File: src/core/spi_front_pkg.sv
// Constants and carrier types for the serial memory bus front end
package spi_front_pkg;
    // Array geometry
    localparam int MEM_DEPTH = 65536;
    localparam int ADDR_W = 16;
    localparam int ID_PAGE_BYTES = 128;
    // Positions of the pins inside the synchroniser vector
    localparam int PIN_SCLK = 0;
    localparam int PIN_SDI = 1;
    localparam int PIN_CS_N = 2;
    localparam int PIN_HOLD_N = 3;
    localparam int PIN_WP_N = 4;
    localparam int PIN_W = 5;
    // Reset values and counter limits
    localparam logic [4:0] SYNC_RESET = 5'h00;
    localparam logic [2:0] BIT_CNT_RESET = 3'h0;
    localparam logic [2:0] BIT_CNT_LAST = 3'h7;
    localparam logic [7:0] BYTE_INDEX_RESET = 8'h00;
    localparam logic [7:0] BYTE_INDEX_MAX = 8'hFF;
    localparam logic [7:0] BYTE_RESET = 8'h00;
    localparam logic [1:0] PROTECT_INIT = 2'h0;
    // Protect field codes and region floors
    localparam logic [1:0] PROT_NONE = 2'h0;
    localparam logic [1:0] PROT_QUARTER = 2'h1;
    localparam logic [1:0] PROT_HALF = 2'h2;
    localparam logic [15:0] QUARTER_FLOOR = 16'hC000;
    localparam logic [15:0] HALF_FLOOR = 16'h8000;

    // Received byte handed to the decoder
    typedef struct packed {
        logic [7:0] data;
        logic [7:0] index;
    } rx_byte_t;

    // Write permission query from the decoder
    typedef struct packed {
        logic [ADDR_W-1:0] addr;
        logic id_page;
    } chk_req_t;
endpackage

File: src/core/spi_front_end.sv
// Serial bus front end: pin sampling, shifting, pause, protect freeze
//
// Function
// Array of 65536 bytes, reached only through the serial bus.
// Optional identification page of 128 bytes, lockable to read-only.
// Device answers bus traffic only while chip select is low.
// Output bits change on falling serial clock edges.
// Input bits are captured on rising serial clock edges.
// Deselected device floats its data output.
// Deselect means standby unless a write runs; select means active.
// After power-up, a chip select falling edge is needed first.
// Pause input suspends transfer, which later resumes where it stopped.
// While paused, output floats; clock and data input are ignored.
// Pause only while selected; master keeps select low during pause.
// Write-protect low freezes the protect field.
// Master holds write-protect steady through every write instruction.
// Bytes travel most significant bit first.
// First input bit taken on first rising edge after select.
// Output MSB first, from first falling edge after instruction.
// Works in clock idle low and idle high modes alike.
// Pause starts and ends on pause input edges while clock is low.
// Deselect during pause resets sequencing, keeping latch and busy flags.
// Received bytes with position go to decoder; decoder supplies output bytes.
`timescale 1ns/1ps
module spi_front_end (
    // Clock and reset
    input wire logic clk,
    input wire logic rstn,
    // Bus pins
    input wire logic sclk,
    input wire logic sdi,
    input wire logic cs_n,
    input wire logic hold_n,
    input wire logic wp_n,
    output logic sdo,
    output logic sdo_oe_n,
    // Received bytes towards the decoder
    output spi_front_pkg::rx_byte_t rx_byte,
    output logic rx_valid,
    input wire logic rx_ready,
    output logic rx_overrun,
    // Output bytes from the decoder
    input wire logic [7:0] tx_data,
    input wire logic tx_valid,
    output logic tx_ready,
    // Frame status
    output logic frame_active,
    output logic frame_abort,
    output logic standby,
    input wire logic write_in_progress_flag,
    // Protect field and write permission
    input wire logic [1:0] prot_wr_value,
    input wire logic prot_wr_valid,
    output logic [1:0] protect_field,
    output logic prot_wr_refused,
    input wire logic id_lock_req,
    output logic id_locked,
    input wire spi_front_pkg::chk_req_t chk_req,
    input wire logic chk_valid,
    output logic chk_done,
    output logic chk_permit
);

    // Region test of the permission check; the top code covers the whole array
    function automatic logic in_protected(input logic [1:0] field, input logic [15:0] addr);
        return (field == spi_front_pkg::PROT_NONE) ? 1'b0
            : (field == spi_front_pkg::PROT_QUARTER) ? (addr >= spi_front_pkg::QUARTER_FLOOR)
            : (field == spi_front_pkg::PROT_HALF) ? (addr >= spi_front_pkg::HALF_FLOOR)
            : 1'b1;
    endfunction

    logic [spi_front_pkg::PIN_W-1:0] s1, s2, s3, pin_q, pin_prev;
    logic frame, paused, out_active, tx_full;
    logic [2:0] bit_cnt;
    logic [7:0] byte_index, rx_shift, tx_shift, tx_hold;
    logic head_valid, tail_valid;
    spi_front_pkg::rx_byte_t tail;

    // Three-stage sampling; a level counts once stages two and three agree
    always_ff @(posedge clk or negedge rstn)
    begin
        if (!rstn)
        begin
            s1 <= spi_front_pkg::SYNC_RESET;
            s2 <= spi_front_pkg::SYNC_RESET;
            s3 <= spi_front_pkg::SYNC_RESET;
            pin_q <= spi_front_pkg::SYNC_RESET;
            pin_prev <= spi_front_pkg::SYNC_RESET;
        end
        else
        begin
            s1 <= {wp_n, hold_n, cs_n, sdi, sclk};
            s2 <= s1;
            s3 <= s2;
            pin_q <= (s2 & s3) | (pin_q & (s2 ^ s3));
            pin_prev <= pin_q;
        end
    end

    // Clean levels and edges; data and clock share the same delay
    wire sclk_q = pin_q[spi_front_pkg::PIN_SCLK];
    wire sdi_q = pin_q[spi_front_pkg::PIN_SDI];
    wire cs_q = pin_q[spi_front_pkg::PIN_CS_N];
    wire hold_q = pin_q[spi_front_pkg::PIN_HOLD_N];
    wire wp_q = pin_q[spi_front_pkg::PIN_WP_N];
    wire sclk_rise = sclk_q & ~pin_prev[spi_front_pkg::PIN_SCLK];
    wire sclk_fall = ~sclk_q & pin_prev[spi_front_pkg::PIN_SCLK];
    // Reset drives the sampled select low, so only a real high can make a fall
    wire cs_fall = ~cs_q & pin_prev[spi_front_pkg::PIN_CS_N];
    wire cs_rise = cs_q & ~pin_prev[spi_front_pkg::PIN_CS_N];

    // Pause entry only with the clock low and the device selected; exit with the clock low, or at once on deselect
    wire pause_enter = frame & ~paused & ~hold_q & ~sclk_q;
    wire pause_leave = paused & hold_q & ~sclk_q;
    wire next_paused = frame & ~cs_q & (pause_enter | (paused & ~pause_leave));
    // Clock and data are dropped while paused or deselected
    wire take_rise = frame & ~paused & sclk_rise;
    wire take_fall = frame & ~paused & sclk_fall;
    wire byte_done = take_rise & (bit_cnt == spi_front_pkg::BIT_CNT_LAST);
    wire [7:0] next_rx = {rx_shift[6:0], sdi_q};

    // Output byte loaded only at a byte boundary once an instruction is in
    wire boundary = take_fall & (bit_cnt == spi_front_pkg::BIT_CNT_RESET)
                    & (byte_index != spi_front_pkg::BYTE_INDEX_RESET);
    wire tx_load = boundary & tx_full;
    wire tx_take = tx_valid & tx_ready;

    // Frame, pause and bit position
    always_ff @(posedge clk or negedge rstn)
    begin
        if (!rstn)
        begin
            frame <= 1'b0;
            paused <= 1'b0;
            bit_cnt <= spi_front_pkg::BIT_CNT_RESET;
            byte_index <= spi_front_pkg::BYTE_INDEX_RESET;
            rx_shift <= spi_front_pkg::BYTE_RESET;
        end
        else if (cs_fall)
        begin
            frame <= 1'b1;
            paused <= 1'b0;
            bit_cnt <= spi_front_pkg::BIT_CNT_RESET;
            byte_index <= spi_front_pkg::BYTE_INDEX_RESET;
        end
        else
        begin
            frame <= frame & ~cs_q;
            paused <= next_paused;
            if (take_rise)
            begin
                bit_cnt <= bit_cnt + 3'h1;
                rx_shift <= next_rx;
            end
            if (byte_done && byte_index != spi_front_pkg::BYTE_INDEX_MAX)
            begin
                byte_index <= byte_index + 8'h01;
            end
        end
    end

    // Output shifter and the holding byte from the decoder
    always_ff @(posedge clk or negedge rstn)
    begin
        if (!rstn)
        begin
            tx_shift <= spi_front_pkg::BYTE_RESET;
            tx_hold <= spi_front_pkg::BYTE_RESET;
            tx_full <= 1'b0;
            tx_ready <= 1'b1;
            out_active <= 1'b0;
        end
        else
        begin
            if (tx_take)
            begin
                tx_hold <= tx_data;
            end
            // New byte wins over the load; frame end drops a stale byte for the next frame
            tx_full <= frame & (tx_take | (tx_full & ~tx_load));
            tx_ready <= frame & ~cs_q & ~(tx_take | (tx_full & ~tx_load));
            if (!frame)
            begin
                out_active <= 1'b0;
            end
            else if (boundary)
            begin
                out_active <= tx_full;
                tx_shift <= tx_hold;
            end
            else if (take_fall)
            begin
                tx_shift <= {tx_shift[6:0], 1'b0};
            end
        end
    end

    // Pin drivers registered so they never glitch
    always_ff @(posedge clk or negedge rstn)
    begin
        if (!rstn)
        begin
            sdo <= 1'b0;
            sdo_oe_n <= 1'b1;
        end
        else
        begin
            sdo <= tx_shift[7];
            sdo_oe_n <= ~(frame & ~paused & out_active);
        end
    end

    // Two-entry buffer: decoder stalls cost nothing until both are full
    wire pop = rx_valid & rx_ready;
    wire push = byte_done & ~tail_valid;
    wire fill_head = push & (~head_valid | (pop & ~tail_valid));
    wire [7:0] push_index = byte_index;

    always_ff @(posedge clk or negedge rstn)
    begin
        if (!rstn)
        begin
            rx_byte <= '0;
            tail <= '0;
            head_valid <= 1'b0;
            tail_valid <= 1'b0;
            rx_valid <= 1'b0;
            rx_overrun <= 1'b0;
        end
        else
        begin
            if (pop && tail_valid)
            begin
                rx_byte <= tail;
            end
            else if (fill_head)
            begin
                rx_byte <= '{data: next_rx, index: push_index};
            end
            if (push && !fill_head)
            begin
                tail <= '{data: next_rx, index: push_index};
            end
            head_valid <= (head_valid & ~pop) | tail_valid | push;
            tail_valid <= (tail_valid & ~pop) | (push & ~fill_head);
            rx_valid <= (head_valid & ~pop) | tail_valid | push;
            // Serial clock cannot be stalled, so a full buffer drops the byte
            rx_overrun <= (byte_done & tail_valid) | (rx_overrun & ~cs_fall);
        end
    end

    // Frame status towards the decoder and power control
    always_ff @(posedge clk or negedge rstn)
    begin
        if (!rstn)
        begin
            frame_active <= 1'b0;
            frame_abort <= 1'b0;
            standby <= 1'b1;
        end
        else
        begin
            frame_active <= frame;
            // Latch and busy flag live in the decoder and survive this
            frame_abort <= cs_rise & paused;
            standby <= ~frame & ~write_in_progress_flag;
        end
    end

    // Protect field freeze and write permission answers
    always_ff @(posedge clk or negedge rstn)
    begin
        if (!rstn)
        begin
            protect_field <= spi_front_pkg::PROTECT_INIT;
            prot_wr_refused <= 1'b0;
            id_locked <= 1'b0;
            chk_done <= 1'b0;
            chk_permit <= 1'b0;
        end
        else
        begin
            if (prot_wr_valid && wp_q)
            begin
                protect_field <= prot_wr_value;
            end
            prot_wr_refused <= prot_wr_valid & ~wp_q;
            id_locked <= id_locked | id_lock_req;
            chk_done <= chk_valid;
            chk_permit <= chk_valid & (chk_req.id_page
                ? (~id_locked & (chk_req.addr < 16'(spi_front_pkg::ID_PAGE_BYTES)))
                : ~in_protected(protect_field, chk_req.addr));
        end
    end

    // Checks beside the logic they guard
    a_float_deselect: assert property (@(posedge clk) disable iff (!rstn) !frame |=> sdo_oe_n)
        else $error("data output driven while deselected");
    a_float_paused: assert property (@(posedge clk) disable iff (!rstn) paused |=> sdo_oe_n)
        else $error("data output driven while paused");
    a_byte_needs_select: assert property (@(posedge clk) disable iff (!rstn)
        byte_done |-> frame && !paused && !cs_q)
        else $error("byte taken outside an active frame");
    a_first_bit_start: assert property (@(posedge clk) disable iff (!rstn)
        cs_fall |=> bit_cnt == 3'h0 && frame)
        else $error("bit position not cleared at select");
    a_msb_shift_in: assert property (@(posedge clk) disable iff (!rstn)
        take_rise |=> rx_shift[0] == $past(sdi_q) && rx_shift[7:1] == $past(rx_shift[6:0]))
        else $error("input bit not shifted in at the low end");
    a_out_from_fall: assert property (@(posedge clk) disable iff (!rstn)
        $rose(out_active) |-> $past(sclk_fall) && $past(byte_index) != 8'h00)
        else $error("output started without a falling edge after instruction");
    a_hold_entry: assert property (@(posedge clk) disable iff (!rstn)
        $rose(paused) |-> $past(!sclk_q && !hold_q && frame))
        else $error("pause entered with clock high or deselected");
    a_hold_keeps_pos: assert property (@(posedge clk) disable iff (!rstn)
        paused ##1 paused |-> $stable(bit_cnt) && $stable(rx_shift))
        else $error("bit position moved during pause");
    a_protect_frozen: assert property (@(posedge clk) disable iff (!rstn)
        !wp_q |=> protect_field == $past(protect_field))
        else $error("protect field changed with protection asserted");
    a_standby_select: assert property (@(posedge clk) disable iff (!rstn) frame |=> !standby)
        else $error("standby while selected");
    a_abort_pause: assert property (@(posedge clk) disable iff (!rstn)
        cs_rise && paused |=> frame_abort ##1 !frame_abort)
        else $error("deselect during pause gave no single abort pulse");
    a_buffer_overrun: assert property (@(posedge clk) disable iff (!rstn)
        byte_done && tail_valid |=> rx_overrun && $stable(tail))
        else $error("byte into full buffer not flagged");
    a_id_locked: assert property (@(posedge clk) disable iff (!rstn)
        chk_valid && chk_req.id_page && id_locked |=> chk_done && !chk_permit)
        else $error("locked identification page granted");

    c_read_out: cover property (@(posedge clk) disable iff (!rstn) $rose(out_active));
    c_pause_resume: cover property (@(posedge clk) disable iff (!rstn) $fell(paused) && frame);
    c_overrun: cover property (@(posedge clk) disable iff (!rstn) $rose(rx_overrun));
    c_prot_refused: cover property (@(posedge clk) disable iff (!rstn) prot_wr_refused);

endmodule // spi_front_end

File: config.mk
export PLATFORM = sky130hd
export DESIGN_NAME = spi_front_end
export DESIGN_NICKNAME = d
export VERILOG_FILES = /design/src/core/spi_front_pkg.sv /design/src/core/spi_front_end.sv
export SDC_FILE = /design/constraint.sdc
export NUM_CORES = 1
export LEC_CHECK = 0
export BUFFER_PORTS_ARGS = -buffer_cell sky130_fd_sc_hd__buf_2
export CAP_MARGIN = 20
export CORE_UTILIZATION = 55
export DETAILED_ROUTE_END_ITERATION = 10
export PLACE_DENSITY = 0.78
export SYNTH_ARGS = -nofsm -noshare
export SYNTH_HDL_FRONTEND = slang
export SYNTH_SLANG_ARGS = --single-unit
File: constraint.sdc
create_clock -name clk -period 4.5 [get_ports clk]
set_input_delay 0.45 -clock clk [delete_from_list [all_inputs] [get_ports clk]]
set_output_delay 0.45 -clock clk [all_outputs]
set_load 0.05 [all_outputs]
==> results.txt, run 1 <==
* Status: completed
* CTS Hold Buffers Added: 0
* Number of synthesized flops with an enable pin: 0
- Along the worst path, the maximum fanout reaches 16.
* Area Overhead vs Synth: 13.91%
* Number of vias per cell after detailed routing: 5.508
* Hpwl dp: 4979 microns
- In the global route stage, met3 resource usage came out at 0.04439.
- By area the synthesized netlist is led by dfrtp_1 (60%), mux2_2 (5.9%), mux2i_1 (5.1%).
- Unrepaired setup endpoints after global routing: false
- Type of the most critical hold path: input port to asynchronous set/reset pin
- The finished cells cover 4959 sq um.
- Post-CTS timing repair inserted 0 buffers for setup.
* Total core area: 7687 sq um
* Final Max Slew Viols: 0
- Count of input and output buffers: 62
- Setup violation total in the final timing report: 0
- For this run, global-route usage on met1 was measured as 0.2358.
- In the synthesized netlist the async set-or-reset flop fraction comes to 1.000.
- Final Cycle Share: 0.5337
* Pin count of the biggest net entering global routing: 83
- Worst Max-Slew Pin Slew: 1.093 ns
- Mapped Cells: 340
- Routability-driven placement finished with a final weighted congestion of 0.8576.
* Max-cap violations: 0
* Total cell area at the placement stage: 4723 sq um
- The initial utilization of the core area, before any placement, comes to 0.5662.
- The clock passes through at most 2 buffers.
- Of all cell types, the one taking the most synthesized area is dfrtp_1.
- TritonCTS built the clock tree.
- First-pass iteration count of the detailed router: 4
* Buffer type at the clock tree root: clkbuf_8
* All-Layer GR Usage: 0.1956
- Via total after detailed routing: 2798
- Insertion delay to the later sink of the worst-skew pair: 0.37 ns
- The critical path in this run is classified as flop to flop.
- Category of the worst setup path launch point: flop
* Overflow after GRT: 0
- After filler insertion, the fill cell instance count of the layout stands at 656.
- The floorplan step set the die width to 90.96 microns.
- Netlist area before placement: 4353 sq um
* ANT cells: 0
- Antenna Nets Post-Route: 0
* Setup Total Neg Slack: 0 ns
- STA classifies the critical path endpoint as a flop.
* Slowest stage cell, crit path: or3_1
- Busiest layer in global routing: met2
- The via count of the first global-routing pass was 2788.
* DRC violation count after routing: 0
- Post-synthesis sequential area ratio: 0.6160
- Number of library cell types mapped by synthesis: 45
* Simple-gate share of the synthesized area: 0.1006
- Syn nets: 390
- From bottom edge to top edge, the die measures 90.96 microns.
- The first global-routing pass estimated 12640 microns of wire.
- The compound-gate portion of the synthesized area came to 0.08106.
* Max-Slew Margin vs Limit: 0.2715
- Final worst clock skew: 0.01399 ns
- Number of gates given a new drive strength after cts: 0
- The library cell used most frequently in the layout, excluding fill and tap cells, is dfrtp_1.
- Post-layout total power: 2.108 mW
* Clock transition at the registers of the reported paths: 0.11 ns
- Number of sinks on the clock net: 107
- Dividing the synthesized area by the synthesized cell count gives 12.80 sq um.
- Power Density: 425.2 nW/um^2
* Number of failing hold endpoints at the final stage: 0
* Achievable frequency: 0.4164 GHz
* Critical path buffer and inverter count: 0
- Cells along the critical path: and4bb_1 > nand2_4 > or3_1 > mux2_4
- Top flip-flop cell by instance count after synthesis: dfrtp_1
- Post-synthesis share of cell area spent on full adders, half adders and majority gates: 0.02874
* Total die area: 8274 sq um
- In the global route stage, met2 resource usage came out at 0.3415.
- CTS HTree Levels: 3
* Starting DRC count in detailed routing: 113
- Sum of routed wire length over all layers: 7396 microns
- Of the post-synthesis cell area, the dominant cell type holds 0.5979.
- After layout, the minimum clock period comes to 2.401 ns.
- After synthesis the netlist holds a flip-flop and latch count of 107.
- Required time of the worst setup path: 4.74 ns
* Share of cells above drive strength 1: 0.2956
- Leakage power: 2.441 nW
* VDD IR max: 0.0003371 V
- Largest family of logic cells by synthesized area: multiplexers
- Site row count: 32
* Post-synthesis mux area share: 0.1446
* Layout Nets: 451
* Worst stage delay on the critical path: 0.75 ns
- Arrival time at the worst endpoint: 2.65 ns
- DR WL/cell: 14.56 microns
- Top-level I/O count: 70
- Kind of cell adding the most delay to the critical path: simple AND/OR/NAND/NOR gates
* Post-synthesis xor/xnor area fraction: 0.002012
- Counting the buffers created by CTS gives 9.
- Warnings from Yosys: 0
- In the layout the commonest cells are dfrtp_1 (104), buf_2 (61), nand2_1 (24).
* Initial antenna violation count: 0
==> final cells by class <==
type,instances,area [sq um],share of cell area
clock inverter,6,77.57,0.01564
multi-input combinational,211,1560,0.3147
inverter,7,26.28,0.005299
clock buffer,10,137.6,0.02776
timing repair buffer,65,347.8,0.07015
sequential,107,2681,0.5408
tap,102,127.6,0.02574
==> kinds of logic after synthesis <==
logic type | count (synthesis)
fa+ha+maj | 10
flops | 107
mux | 55
compound gates | 59
xor+xnor | 1
simple gates | 86
buf+inv | 22
==> cell usage after synthesis, types with 2 or more instances <==
library cell and number:
a211oi_1 3, a21o_1 6, a21oi_1 19, a22o_1 2
a31oi_1 3, and3_1 5, buf_2 3, buf_6 2
clkbuf_1 9, dfrtp_1 104, dfstp_2 3, ha_1 10
inv_1 7, mux2_2 23, mux2_4 10, mux2i_1 22
nand2_1 24, nand2b_1 2, nand3_1 5, nor2_1 23
nor2b_1 4, nor3_1 5, nor4_1 4, nor4b_1 2
o21ai_0 19, or3_1 2
==> layer usage <==
metal	wire length (microns)	part of all wire	vias up
li1	-	-	1333
met5	0	0	-
met3	262	0.035	12
met4	117	0.016	0
met1	3259	0.44	1394
met2	3756	0.51	59
==> per-stage QoR <==
| stage | worst slack (ns) | cells | utilization | hold slack [ns] |
|---|---|---|---|---|
| 6_report | 2.099 | 508 | 0.6450 | 0.007032 |
| 5_1_grt | 1.958 | 508 | 0.6450 | 0.03075 |
| 4_1_cts | 2.074 | 507 | 0.6424 | 0.1612 |
| 3_5_place_dp | 2.115 | 491 | 0.6144 | 0.3416 |
| 3_3_place_gp | 2.163 | 491 | 0.6144 | 0.3313 |
| 2_1_floorplan | 2.605 | 340 | - | 0.1544 |
==> power breakdown <==
group	switching [mW]	total [mW]	internal [mW]
logic	0.182	0.316	0.133
clock network	0.334	0.618	0.284
registers	0.0856	1.17	1.09
total	0.602	2.11	1.51
==> final timing paths <==
path	depth (start not counted)	start	end	slack, ns
worst min-delay path	1	rstn	rx_byte[11]	0.007
min in group clk	1	sdi	s1[1]	0.18
max in group asynchronous	2	rstn	sdo_oe_n	3.73
worst max register to register	4	frame	tail[6]	2.10
worst max-delay path	4	frame	tail[6]	2.10
worst min register to register	0	s1[1]	s2[1]	0.36
==> flip-flops by register name, summed over array words and instances, names as in the netlist, 2 cells and up <==
| register | cells |
|---|---|
| tx_hold | 8 |
| pin_prev | 2 |
| byte_index | 8 |
| s1 | 5 |
| rx_byte | 16 |
| bit_cnt | 3 |
| tx_shift | 8 |
| s3 | 5 |
| protect_field | 2 |
| rx_shift | 7 |
| tail | 16 |
| s2 | 5 |
| pin_q | 5 |
==> worst reg2reg max path: cells and delay by family, from the launching register on <==
| family | cells | cell delay [ns] |
|---|---|---|
| simple gates | 3 | 1.36 |
| flops | 1 | 0.48 |
| mux | 1 | 0.45 |
(Power assumes the default switching activity.)
==> inputs of run 2 (changes only) <==
clock period = 2.4 ns   (was 4.5 ns; I/O delays follow)
==> run 2 against run 1 <==
The run now ends with DRC left. Critical path depth up 2. Register-to-register slack worse by 1.7 ns. Via count decreased by 0.11%. Non-clock buffer count rose by 11. Total power up 86%. Count of clock-buffer cells in the layout stayed put. Sequential power rose by 88%. Hold slack better by 0.040 ns. Global-route usage is 0.50 points higher. Core utilization rose by 1.1 points. First-iteration DRC count is 23% higher. Setup slack worse by 1.7 ns. Critical endpoint is now tail[5].
==> results.txt, run 2 (synthesis results as in run 1) <==
* Shortest period the worst path allows: 1.953 ns (-0.4481 ns)
* Number of sinks on the clock net: 107 (unchanged)
* Final Max Slew Viols: 0 (unchanged)
* Wire length of the first global-routing pass: 13010 microns (+3.0%)
- The number of levels in the clock H-tree came to 3 (unchanged).
- The startpoint identified for the worst hold timing path is rx_ready.
* Post-layout total power: 3.912 mW (+86%)
- STA classifies the critical path endpoint as a flop.
- WP depth: 6 (+2)
- DRC violation count after routing: 1 (+1)
- Number of buffers on the longest clock path: 2 (unchanged)
* Hold EP: tail_valid
- ANT cells: 0 (unchanged)
* Clock transition at the registers of the reported paths: 0.10 ns (about the same)
- The critical path is of the flop to flop type.
- Layout Nets: 462 (+2.4%)
* Final worst clock skew: 0.01323 ns (-0.0007609 ns)
* Most common cell after layout, fill and taps aside: dfrtp_1
- The maximum number of pins on one net before global-route repair came to 49 (-41%).
* Width of the die: 90.96 microns (unchanged)
- First-pass iteration count of the detailed router: 7 (+3)
* Via total after detailed routing: 2795 (-0.11%)
* Status: finished with violations
* Worst hold margin: 0.04713 ns (+0.04010 ns)
* Failing checks: DRC
- Arrival time at the worst endpoint: 2.21 ns (-0.44 ns)
- The delay of the slowest critical-path stage was 0.39 ns (-0.36 ns).
* Category of the worst setup path launch point: flop
- Leakage power: 2.484 nW (+1.8%)
- The TritonCTS buffer count was 9 (unchanged).
- Antenna Nets Post-Route: 0 (unchanged)
* Unrepaired setup endpoints after global routing: false
- The count of boundary I/O pins is 70 (unchanged).
- The tightest min-delay check is of the input port to flop type.
- Power Density: 775.2 nW/um^2 (+82%)
- The share of post-route cells with drive strength above 1 is 0.2926 (-0.003001).
- From synthesis to final layout, the design area changed by 15.92%.
* Site row count: 32 (unchanged)
- Share of power burned in combinational logic: 0.155 (+0.005)
- In the final layout, the registers with the most flip-flops are rx_byte (16), tail (16).
- Capture instance of the worst register-to-register path: tail[5]
- The cell that appears most often on the critical path is ha_1.
* Total core area: 7687 sq um (unchanged)
- Via count of the first global-routing pass: 2830 (+1.5%)
- The height of the die came to 90.96 microns (unchanged).
- The total overflow reported by the global router was 0 (unchanged).
- The sequential cell fraction of total power came to 0.563 (+0.006).
- Worst Max-Slew Pin Slew: 0.8187 ns (-0.2740 ns)
- Most frequent cells in the layout: dfrtp_1 (104), buf_2 (61), nand2_1 (24)
* Maximum fanout along the worst path: 16 (unchanged)
* Hpwl dp: 4994 microns (+0.28%)
* Required time of the worst setup path: 2.65 ns (-2.09 ns)
- On the critical path, the stage with the largest delay is an instance of dfrtp_1.
* Final Cycle Share: 0.8139 (+0.2803)
* Internal power summed over all cells: 2.798 mW (+86%)
- The worst hold path was traced through 2 stages.
* FF-to-FF path depth: 6 (+2)
- Sum of routed wire length over all layers: 7423 microns (+0.37%)
- The routed via count divided by cell count is 5.385 (-2.2%).
- Max-Slew Margin vs Limit: 0.4531 (+0.1815)
- DR WL/cell: 14.30 microns (-1.8%)
* Max-cap violations: 0 (unchanged)
- TritonCTS built the clock tree.
* Sw Pwr: 1.113 mW (+85%)
- The overall track demand over capacity in global routing is 0.2006 (+0.004973).
- The worst vdd rail ir drop is 0.0005374 V (+59%).
- Reg2Reg Launch Point: bit_cnt[0]
* Critical path buffer and inverter count: 1 (+1)
* Setup Total Neg Slack: 0 ns (unchanged)
* Count of input and output buffers: 62 (unchanged)
- The number of failing setup endpoints in the final timing report was 0 (unchanged).
* Total die area: 8274 sq um (unchanged)
- Buffer type at the clock tree root: clkbuf_8
- Traced cell by cell, the critical path runs through ha_1 > ha_1 > nand2_4 > or3_1 > buf_4 > mux2_4.
- The setup slack on the worst flop-to-flop path came to 0.45 ns (-1.65 ns).
- The total count of hold-check failures in the final report came to 0 (unchanged).
- Initial antenna violation count: 0 (unchanged)
- Starting utilization of the core area: 0.5662 (unchanged)
* Switching part of the total: 0.2846 (-0.0008185)
- Clock group share of total power: 0.282 (-0.011)
- Kind of cell adding the most delay to the critical path: simple AND/OR/NAND/NOR gates
- The placer's final routability congestion estimate was 0.8036 (-6.3%).
- The clock insertion delay at the later pin of the skew report is 0.37 ns (about the same).
- Achievable frequency: 0.5119 GHz (+23%)
- Starting DRC count in detailed routing: 139 (+23%)
## run 2: power groups by stage
stage                     clock network, mW  logic (mW)  registers [mW]
final                                  1.10       0.608            2.20
after CTS                              1.13       0.619            2.20
after floorplan                           0       0.306            2.33
after detailed placement                  0       0.607            2.24
after global routing                   1.20       0.677            2.24
after global placement                    0       0.578            2.22
## run 2: cell type report
type | count | area (sq um)
Sequential cell | 107 | 2681
Fill cell | 601 | 2641
Multi-Input combinational cell | 211 | 1560
Timing Repair Buffer | 76 | 450.4
Clock buffer | 10 | 127.6
Tap cell | 102 | 127.6
Clock inverter | 6 | 72.57
Inverter | 7 | 26.28
## run 2: repair_timing
action / in CTS / in global routing
resized for setup: 0 / 0
hold endpoints to repair: 47 / 0
hold buffers: 8 / 0
setup buffers: 0 / 0
## run 2: per-layer routing
layer | routed length [microns] | global-route usage
met2 | 3770 | 0.3365
met1 | 3274 | 0.2557
met5 | 0 | 0
met4 | 107 | 0.07275
met3 | 270 | 0.04690
## run 2: worst reg2reg max path, cell delays in order, from the launching register on
cell     delay [ns]
dfrtp_1        0.39
ha_1           0.17
ha_1           0.27
nand2_4        0.11
or3_1          0.35
buf_4          0.23
mux2_4         0.32
## run 2: how the worst max path moves through the flow
stage	start	end	slack, ns
CTS	bit_cnt[0]	tail[4]	0.44
global placement	bit_cnt[0]	tail[8]	0.51
global route	bit_cnt[0]	tail[5]	0.34
detailed placement	bit_cnt[0]	tail[14]	0.47
finish	bit_cnt[0]	tail[5]	0.45
floorplan	paused	tail[10]	0.51
## run 2: per-stage QoR
| stage | cell area, sq um | util | instances | setup WS, ns |
|---|---|---|---|---|
| final | 5046 | 0.6564 | 519 | 0.4466 |
| after global routing | 5046 | 0.6564 | 519 | 0.3421 |
| after CTS | 5046 | 0.6564 | 519 | 0.4369 |
| after detailed placement | 4766 | 0.6200 | 495 | 0.4652 |
| after global placement | 4766 | 0.6200 | 495 | 0.5061 |
| after floorplan | 4353 | - | 340 | 0.5051 |
